<file path="config.mk">
export PLATFORM = sky130hd
export DESIGN_NAME = tts_sequencer
export DESIGN_NICKNAME = d
export VERILOG_FILES = /design/src/verilog/tts_pkg.sv /design/src/verilog/tts_edge_sync.sv /design/src/verilog/tts_sequencer.sv
export SDC_FILE = /design/constraint.sdc
export NUM_CORES = 1
export LEC_CHECK = 0
export BUFFER_PORTS_ARGS = -buffer_cell sky130_fd_sc_hd__buf_2
export CAP_MARGIN = 25
export CORE_MARGIN = 5
export CORE_UTILIZATION = 53
export DETAILED_ROUTE_END_ITERATION = 7
export GPL_TIMING_DRIVEN = 0
export HOLD_SLACK_MARGIN = 0.1
export PLACE_DENSITY_LB_ADDON = 0.3
export SLEW_MARGIN = 20
export SYNTH_ARGS = -nofsm -noshare
export SYNTH_HDL_FRONTEND = slang
export SYNTH_SLANG_ARGS = --single-unit
</file>
<file path="constraint.sdc">
create_clock -name clk -period 2.4 [get_ports clk]
set_input_delay 0.24 -clock clk [delete_from_list [all_inputs] [get_ports clk]]
set_output_delay 0.24 -clock clk [all_outputs]
set_load 0.05 [all_outputs]
</file>
<file path="src/verilog/tts_pkg.sv">
/*
 * Package for the transient trigger sequencer: register map, field
 * positions, reset values, trigger source codes and timing constants.
 * Assumes a single 125 MHz system clock.
 */
package tts_pkg;

    // Register byte addresses
    localparam logic [7:0] TTS_ADDR_CTRL   = 8'h00;
    localparam logic [7:0] TTS_ADDR_SRC    = 8'h04;
    localparam logic [7:0] TTS_ADDR_CMD    = 8'h08;
    localparam logic [7:0] TTS_ADDR_OPER   = 8'h0C;
    localparam logic [7:0] TTS_ADDR_IRQ_ST = 8'h10;
    localparam logic [7:0] TTS_ADDR_IRQ_MK = 8'h14;
    localparam logic [7:0] TTS_ADDR_LEVEL  = 8'h18;
    localparam logic [7:0] TTS_ADDR_ACTIVE = 8'h1C;

    // Control register fields
    localparam int TTS_CTRL_CONT  = 0;
    localparam int TTS_CTRL_TRIGGER_OUTPUT_PIN_FUNCTION  = 1;
    localparam int TTS_CTRL_STEP  = 2;

    // Command register fields (write-only pulses)
    localparam int TTS_CMD_ARM    = 0;
    localparam int TTS_CMD_ABORT  = 1;
    localparam int TTS_CMD_TRIG   = 2;
    localparam int TTS_CMD_BUS    = 3;

    // Operation condition word fields
    localparam int TTS_OPER_WTG   = 4;
    localparam int TTS_OPER_ACT   = 6;

    // Interrupt status fields
    localparam int TTS_IRQ_READY  = 0;
    localparam int TTS_IRQ_STEP   = 1;
    localparam int TTS_IRQ_DONE   = 2;
    localparam int TTS_IRQ_W      = 3;

    localparam logic [31:0] TTS_RST_CTRL  = 32'h0000_0000;
    localparam logic [31:0] TTS_RST_SRC   = 32'h0000_0000;
    localparam logic [31:0] TTS_RST_LEVEL = 32'h0000_0000;
    localparam logic [TTS_IRQ_W-1:0] TTS_RST_MASK = 3'h0;

    // Trigger source selection codes
    localparam logic [2:0] TTS_SRC_BUS  = 3'h0;
    localparam logic [2:0] TTS_SRC_IMM  = 3'h1;
    localparam logic [2:0] TTS_SRC_EXT  = 3'h2;
    localparam logic [2:0] TTS_SRC_PIN  = 3'h3;
    localparam logic [2:0] TTS_SRC_CHAN = 3'h4;

    // Timing
    localparam int TTS_CLK_MHZ      = 125;
    localparam int TTS_SETTLE_US    = 2000;
    localparam int TTS_SETTLE_CYC   = TTS_SETTLE_US * TTS_CLK_MHZ;
    localparam int TTS_ACTION_CYC   = 4;
    localparam int TTS_TRIGGER_OUTPUT_PIN_FUNCTION_CYC     = 2;

    typedef struct packed {
        logic [7:0]  addr;
        logic [31:0] wdata;
        logic        wr;
        logic        rd;
    } tts_bus_s;

    typedef enum logic [3:0] {
        TTS_IDLE   = 4'b0001,
        TTS_SETTLE = 4'b0010,
        TTS_WAIT   = 4'b0100,
        TTS_ACTION = 4'b1000
    } tts_state_e;

endpackage : tts_pkg

</file>
<file path="src/verilog/tts_edge_sync.sv">
/*
 * Two-flop synchroniser with rising-edge detector, one lane per bit.
 * Assumes inputs are asynchronous to clk and held at least two cycles.
 */
`timescale 1ns/1ns
`default_nettype none
module tts_edge_sync #(
    parameter int WIDTH = 1
) (
    input  wire logic             clk,
    input  wire logic             srst,
    input  wire logic [WIDTH-1:0] async_in,
    output logic      [WIDTH-1:0] rise
);
    logic [WIDTH-1:0] meta;
    logic [WIDTH-1:0] sync;
    logic [WIDTH-1:0] prev;

    // First stage feeds only the second stage
    always_ff @(posedge clk) begin
        if (srst) begin
            meta <= '0;
            sync <= '0;
            prev <= '0;
            rise <= '0;
        end else begin
            meta <= async_in;
            sync <= meta;
            prev <= sync;
            rise <= sync & ~prev;
        end
    end
endmodule : tts_edge_sync
`default_nettype wire

</file>
<file path="src/verilog/tts_sequencer.sv">
/*
 * Transient trigger sequencer for one output channel: arm, settle, wait,
 * step and optional re-arm, with register port and interrupt.
 * Assumes pins arrive asynchronous; register master on the same clock.
 */
// Overview of operation
// - Selectable source: bus, immediate, ext, pin, channel
// - Idle after reset, all triggers discarded
// - Arm command moves idle to initiated
// - Triggers before settling complete are discarded
// - Waiting flag at bit 4 when ready
// - Return idle unless continuous arming re-arms
// - Software trigger fires regardless of source
// - Pin or channel source waits without timeout
// - Abort returns idle from any state
// - Trigger loads level, then returns idle
// - Transient-active flag at bit 6
// - Trigger-out pulse on each step if enabled
// - Step mode loads level, fixed mode ignores
// - Function not step-enabled takes no action
`timescale 1ns/1ns
`default_nettype none
module tts_sequencer
    import tts_pkg::*;
#(
    parameter int PINS       = 7,
    parameter int CHANS      = 4,
    parameter int SETTLE_CYC = tts_pkg::TTS_SETTLE_CYC
) (
    input  wire logic                  clk,
    input  wire logic                  srst,
    input  wire tts_pkg::tts_bus_s     bus,
    output logic [31:0]                rdata,
    input  wire logic [PINS-1:0]       pin_in,
    input  wire logic [PINS-1:0]       pin_is_trig_in,
    input  wire logic [CHANS-1:0]      chan_trigger_output_pin_function_in,
    output logic                       trig_out,
    output logic [31:0]                active_level,
    output logic                       step_strobe,
    output logic                       irq
);
    import tts_pkg::*;

    tts_state_e       state;
    logic [31:0]      ctrl;
    logic [31:0]      src;
    logic [31:0]      level;
    logic [TTS_IRQ_W-1:0] irq_st;
    logic [TTS_IRQ_W-1:0] irq_mk;
    logic [31:0]      settle_cnt;
    logic [2:0]       act_cnt;
    logic [2:0]       trigger_output_pin_function_cnt;
    logic [PINS-1:0]  pin_rise;
    logic [CHANS-1:0] chan_rise;
    logic             cmd_wr;
    logic             arm_cmd;
    logic             abort_cmd;
    logic             soft_trig;
    logic             bus_trig;
    logic             src_trig;
    logic             fire;
    logic             ready_ev;
    logic             step_ev;
    logic             done_ev;
    logic [2:0]       src_sel;
    logic [7:0]       src_idx;

    // Pin and channel inputs cross into clk here
    tts_edge_sync #(.WIDTH(PINS)) u_pin_sync (
        .clk      (clk),
        .srst     (srst),
        .async_in (pin_in),
        .rise     (pin_rise)
    );

    tts_edge_sync #(.WIDTH(CHANS)) u_chan_sync (
        .clk      (clk),
        .srst     (srst),
        .async_in (chan_trigger_output_pin_function_in),
        .rise     (chan_rise)
    );

    assign cmd_wr    = bus.wr && (bus.addr == TTS_ADDR_CMD);
    assign arm_cmd   = cmd_wr && bus.wdata[TTS_CMD_ARM];
    assign abort_cmd = cmd_wr && bus.wdata[TTS_CMD_ABORT];
    assign soft_trig = cmd_wr && bus.wdata[TTS_CMD_TRIG];
    assign bus_trig  = cmd_wr && bus.wdata[TTS_CMD_BUS];
    assign src_sel   = src[2:0];
    assign src_idx   = src[15:8];

    // Source mux; pins only count when configured as inputs
    always_comb begin
        src_trig = 1'b0;
        unique case (src_sel)
            TTS_SRC_BUS:  src_trig = bus_trig;
            TTS_SRC_IMM:  src_trig = 1'b1;
            TTS_SRC_EXT:  src_trig = |(pin_rise & pin_is_trig_in);
            TTS_SRC_PIN: begin
                if (int'(src_idx) < PINS) begin
                    src_trig = pin_rise[src_idx[$clog2(PINS)-1:0]] &
                               pin_is_trig_in[src_idx[$clog2(PINS)-1:0]];
                end
            end
            TTS_SRC_CHAN: begin
                if (int'(src_idx) < CHANS) begin
                    src_trig = chan_rise[src_idx[$clog2(CHANS)-1:0]];
                end
            end
            default: src_trig = 1'b0;
        endcase
    end

    // Only honoured in WAIT; earlier triggers fall away
    assign fire     = (state == TTS_WAIT) && !abort_cmd && (src_trig || soft_trig);
    assign ready_ev = (state == TTS_SETTLE) && !abort_cmd &&
                      (settle_cnt >= 32'(SETTLE_CYC - 1));
    assign step_ev  = fire;
    assign done_ev  = (state == TTS_ACTION) && !abort_cmd &&
                      (act_cnt == 3'(TTS_ACTION_CYC - 1));

    // Sequencer state
    always_ff @(posedge clk) begin
        if (srst) begin
            state <= TTS_IDLE;
        end else if (abort_cmd) begin
            state <= TTS_IDLE;
        end else begin
            unique case (state)
                TTS_IDLE: begin
                    if (arm_cmd) begin
                        state <= TTS_SETTLE;
                    end
                end
                TTS_SETTLE: begin
                    if (ready_ev) begin
                        state <= TTS_WAIT;
                    end
                end
                TTS_WAIT: begin
                    if (fire) begin
                        state <= TTS_ACTION;
                    end
                end
                TTS_ACTION: begin
                    if (done_ev) begin
                        state <= ctrl[TTS_CTRL_CONT] ? TTS_SETTLE : TTS_IDLE;
                    end
                end
                default: state <= TTS_IDLE;
            endcase
        end
    end

    // Settling counter, cleared outside SETTLE
    always_ff @(posedge clk) begin
        if (srst || state != TTS_SETTLE) begin
            settle_cnt <= '0;
        end else begin
            settle_cnt <= settle_cnt + 32'h0000_0001;
        end
    end

    // Action duration counter
    always_ff @(posedge clk) begin
        if (srst || state != TTS_ACTION) begin
            act_cnt <= '0;
        end else begin
            act_cnt <= act_cnt + 3'h1;
        end
    end

    // Level load on accepted trigger, step mode only
    always_ff @(posedge clk) begin
        if (srst) begin
            active_level <= TTS_RST_LEVEL;
            step_strobe  <= 1'b0;
        end else begin
            step_strobe <= fire && ctrl[TTS_CTRL_STEP];
            if (fire && ctrl[TTS_CTRL_STEP]) begin
                active_level <= level;
            end
        end
    end

    // Trigger-out pulse; three cycles so the far synchroniser sees it
    always_ff @(posedge clk) begin
        if (srst) begin
            trigger_output_pin_function_cnt <= '0;
            trig_out <= 1'b0;
        end else begin
            if (fire && ctrl[TTS_CTRL_TRIGGER_OUTPUT_PIN_FUNCTION] && ctrl[TTS_CTRL_STEP]) begin
                trigger_output_pin_function_cnt <= 3'(TTS_TRIGGER_OUTPUT_PIN_FUNCTION_CYC);
            end else if (trigger_output_pin_function_cnt != 3'h0) begin
                trigger_output_pin_function_cnt <= trigger_output_pin_function_cnt - 3'h1;
            end
            trig_out <= (trigger_output_pin_function_cnt != 3'h0) ||
                        (fire && ctrl[TTS_CTRL_TRIGGER_OUTPUT_PIN_FUNCTION] && ctrl[TTS_CTRL_STEP]);
        end
    end

    // Configuration registers
    always_ff @(posedge clk) begin
        if (srst) begin
            ctrl  <= TTS_RST_CTRL;
            src   <= TTS_RST_SRC;
            level <= TTS_RST_LEVEL;
        end else if (bus.wr) begin
            if (bus.addr == TTS_ADDR_CTRL) begin
                ctrl <= bus.wdata & 32'h0000_0007;
            end
            if (bus.addr == TTS_ADDR_SRC) begin
                src <= bus.wdata & 32'h0000_FF07;
            end
            if (bus.addr == TTS_ADDR_LEVEL) begin
                level <= bus.wdata;
            end
        end
    end

    // Sticky events; a new event beats a write-one clear
    always_ff @(posedge clk) begin
        if (srst) begin
            irq_st <= '0;
            irq_mk <= TTS_RST_MASK;
        end else begin
            if (bus.wr && bus.addr == TTS_ADDR_IRQ_MK) begin
                irq_mk <= bus.wdata[TTS_IRQ_W-1:0];
            end
            irq_st <= (irq_st & ~((bus.wr && bus.addr == TTS_ADDR_IRQ_ST) ?
                                  bus.wdata[TTS_IRQ_W-1:0] : '0))
                      | {done_ev, step_ev, ready_ev};
        end
    end

    assign irq = |(irq_st & irq_mk);

    // Read port, data one cycle after the strobe
    always_ff @(posedge clk) begin
        if (srst) begin
            rdata <= '0;
        end else if (bus.rd) begin
            unique case (bus.addr)
                TTS_ADDR_CTRL:   rdata <= ctrl;
                TTS_ADDR_SRC:    rdata <= src;
                TTS_ADDR_OPER: begin
                    rdata <= '0;
                    rdata[TTS_OPER_WTG] <= (state == TTS_WAIT);
                    rdata[TTS_OPER_ACT] <= (state != TTS_IDLE);
                end
                TTS_ADDR_IRQ_ST: rdata <= 32'(irq_st);
                TTS_ADDR_IRQ_MK: rdata <= 32'(irq_mk);
                TTS_ADDR_LEVEL:  rdata <= level;
                TTS_ADDR_ACTIVE: rdata <= active_level;
                default:         rdata <= '0;
            endcase
        end else begin
            rdata <= '0;
        end
    end

endmodule : tts_sequencer
`default_nettype wire
</file>
==> summary.txt <==
Critical path
  – Type of origin of the critical path: flip-flop
  – Type of the setup path with the least slack: reg -> reg
  – Endpoint type of the worst setup path: flip-flop
  – Worst EP required: about 2800 ps
  – Arrival time of the worst setup path: 2740 ps
  – Maximum fanout count along the critical path: 10

STA
  – Endpoints failing hold: 0
  – Max_slew headroom: 37.5%
  – Crit share post-route: slightly below 100%
  – Max Clock Freq: 428 MHz
  – Worst-Margin Slew: 924 ps
  – Number of slew-limit violations in the final report: 0
  – Final setup margin: roughly 65 ps
  – Setup violations, final: 0
  – Final clock skew: 11.8 ps
  – RSZ-0062 raised after global routing: no
  – Shortest period the worst path allows: between 2000 and 2500 ps

Synth
  – Most frequent cells after synthesis: sky130_fd_sc_hd__dfxtp_1 (204), sky130_fd_sc_hd__nand2_1 (112), sky130_fd_sc_hd__a21oi_1 (90)
  – Ys Warns: 0
  – Fraction of post-synthesis cell area in the top cell type by area: 52.6%
  – Largest area contributor in the netlist: sky130_fd_sc_hd__dfxtp_1
  – Number of flops mapped to enable cells by yosys: 0
  – Share of flip-flops with an asynchronous set or reset after synthesis: 0%
  – Post-Syn Area per Cell: 8.90 µm²
  – Synth unique cells: 55
  – Synth Register Bits: 204
  – Post-synth net total: between 900 and 1000
  – Leading cell type by number of instances after synthesis: sky130_fd_sc_hd__dfxtp_1
  – Top cells by area in the synthesized netlist: sky130_fd_sc_hd__dfxtp_1 (53%), sky130_fd_sc_hd__a21oi_1 (5.8%), sky130_fd_sc_hd__nand2_1 (5.4%)
  – Mapped cell area: ~7800 µm²
  – Part of the Yosys area used for sequential elements: 52.6%
  – Top_reg_cell synth: sky130_fd_sc_hd__dfxtp_1
  – Post-synthesis cell count: 872

Status
  – Status: finished clean

Power
  – Share of total power consumed by net switching: 20.9%
  – Leakage power of the design: 3.74 nW
  – Power per cell area: 726 nW/µm²
  – Share of total power in sequential cells: around 50%
  – Internal cell power: roughly 5.6 mW
  – Switching power: ~1.5 mW
  – Fraction of power consumed by the clock network: 46.3%
  – Worst voltage drop across the vdd grid: 0.536 mV
  – Combinational share of power: 5.1%

Placed design
  – Place WS: -72.1 ps
  – Half-perimeter wire length after placement: 13.9 mm
  – Area after detailed placement: approximately 8600 µm²
  – Placed insts: 1184
  – RD Place Congestion: 0.870
  – Port Buffer Count: 128

Clock network
  – Maximum count of clock buffers along a single path: 3
  – # Post-CTS Setup Buffers: 0
  – CTS root buffer: sky130_fd_sc_hd__clkbuf_16
  – Clock slew at reported path FFs: 60 ps
  – H-Tree Level Count: 1
  – Sinks on the clock net: slightly above 200
  – CTS tree: yes
  – Num CTS Buffers: 21
  – Clock latency on the worst-skew pair: about 480 ps

Cells and area
  – Number of nets in the layout: 1133
  – Final cell utilization of the core: 67.8%
  – Fill cell count: 1216
  – Post-synthesis to final-layout area growth: 26.4%
  – Final std cells w/o fill: 1265
  – Area of all placed cells without fillers: 9810 µm²
  – Fraction of layout cells with a size suffix above 1: 18.4%

Global route
  – Maximum number of pins on one net before global-route repair: 15
  – Total track usage: a little under a quarter
  – Number of global-route vias before repair: 6758
  – Global route overflow: 0
  – Global-route wire length before repair: 32.9 mm
  – Antenna violations before repair: 0

Drt
  – Iteration count of the initial detailed-routing pass: 6
  – Detailed-route wire length: 20.6 mm
  – Vias after detailed routing: 6969
  – Avg Vias per Cell: 5.51
  – DRC violation count after routing: 0
  – Average routed wire per standard cell: about 16 µm
  – Antenna-violating nets left: 0
  – Initial DRC Count: between 500 and 600

Floorplanning
  – Die extent in y: 131 µm
  – Number of rows in the core area: between 40 and 50
  – Floorplan core area: 14500 µm²
  – Die outline area: 17200 µm²
  – Die Wd: 131 µm
  – Initial Util: between 50% and 60%
  – I/O pins: 129

Flow run
  – Count of maximum capacitance violations: 0

Hold path
  – HP Class: in -> reg
power groups by stage:
stage | combinational, mW | sequential [mW] | clock (mW)
floorplan | 0.157 | 3.56 | 0
global placement | 0.296 | 3.54 | 0
detailed placement | 0.300 | 3.54 | 0
CTS | 0.359 | 3.46 | 3.34
global route | 0.398 | 3.47 | 3.47
finish | 0.362 | 3.46 | 3.30
cell usage in the layout, fill, tap and decap left out, drive strengths merged, types with 5 or more instances in the layout:
cell type,instances
nand4,42
nor4,9
and2,9
mux2i,8
xor2,18
nor3,6
dlygate4sd3,44
o21ai,40
nor2b,47
nand3,28
clkbuf,71
a21oi,90
and3,12
nor2,80
xnor2,13
nand2,112
a211oi,5
dfxtp,204
inv,8
buf,150
a22oi,34
metal layers:
metal / up-vias / part of all wire (%) / wire (µm) / GRT usage, %
met4: 0 / 2.1 / 440 / 7.14
met5: - / 0 / 0 / 0
li1: 3433 / - / - / -
met3: 36 / 8.5 / 1750 / 4.27
met2: 302 / 48 / 9950 / 40.4
met1: 3198 / 41 / 8460 / 30.4
logic make-up after synthesis:
family	share of synthesized area (%)
buf+inv	3.63
fa+ha+maj	0.645
compound gates	14.5
flops	52.6
simple gates	23.3
mux	1.76
xor+xnor	3.50
critical path: stages, from the launching register on:
cell and delay (ps):
sky130_fd_sc_hd__dfxtp_1 340, sky130_fd_sc_hd__or4_4 560, sky130_fd_sc_hd__nor4_2 280, sky130_fd_sc_hd__o221ai_2 170, sky130_fd_sc_hd__o2111ai_2 200, sky130_fd_sc_hd__buf_2 340
sky130_fd_sc_hd__nand4_1 160, sky130_fd_sc_hd__a21oi_1 200
through the flow:
stage | setup TNS (ps) | power [mW] | hold WS, ps
after floorplan | 0 | 3.72 | 319
after global placement | -205 | 3.83 | 370
after detailed placement | -903 | 3.84 | 373
after CTS | 0 | 7.16 | 121
after global routing | 0 | 7.34 | 145
final | 0 | 7.12 | 125
state kept, by name, summed over array words and instances (netlist names), 3 cells and up:
name	cells
irq_st	3
u_chan_sync.sync	4
u_pin_sync.sync	7
rdata	32
u_chan_sync.meta	4
u_chan_sync.rise	4
settle_cnt	32
act_cnt	3
u_pin_sync.prev	7
src	11
ctrl	3
trigger_output_pin_function_cnt	3
active_level	32
u_pin_sync.rise	7
u_pin_sync.meta	7
irq_mk	3
u_chan_sync.prev	4
state	4
level	32
worst paths after layout:
kind / startpoint / endpoint / slack, ps / cells after the start
max: src[11] / active_level[21] / 60 / 7
min: bus[37] / rdata[4] / 120 / 3
max reg2reg: src[11] / active_level[21] / 60 / 7
min reg2reg: u_chan_sync.prev[0] / u_chan_sync.rise[0] / 380 / 1
timing repair:
item,CTS,global route
setup endpoints to repair,10,30
hold endpoints to repair,58,0
hold buffers,44,0
resized for setup,1,3
layout make-up:
type	count	area, µm²	area share (%)
Clock buffer	33	641	6.53
Antenna cell	1	2.50	0.0255
Buffer	60	253	2.58
Multi-Input combinational cell	600	3430	34.9
Timing Repair Buffer	172	1080	11.0
Inverter	8	30.0	0.306
Tap cell	184	230	2.35
Clock inverter	3	65.1	0.663
Sequential cell	204	4080	41.6
Power figures use the tool's default switching activity.
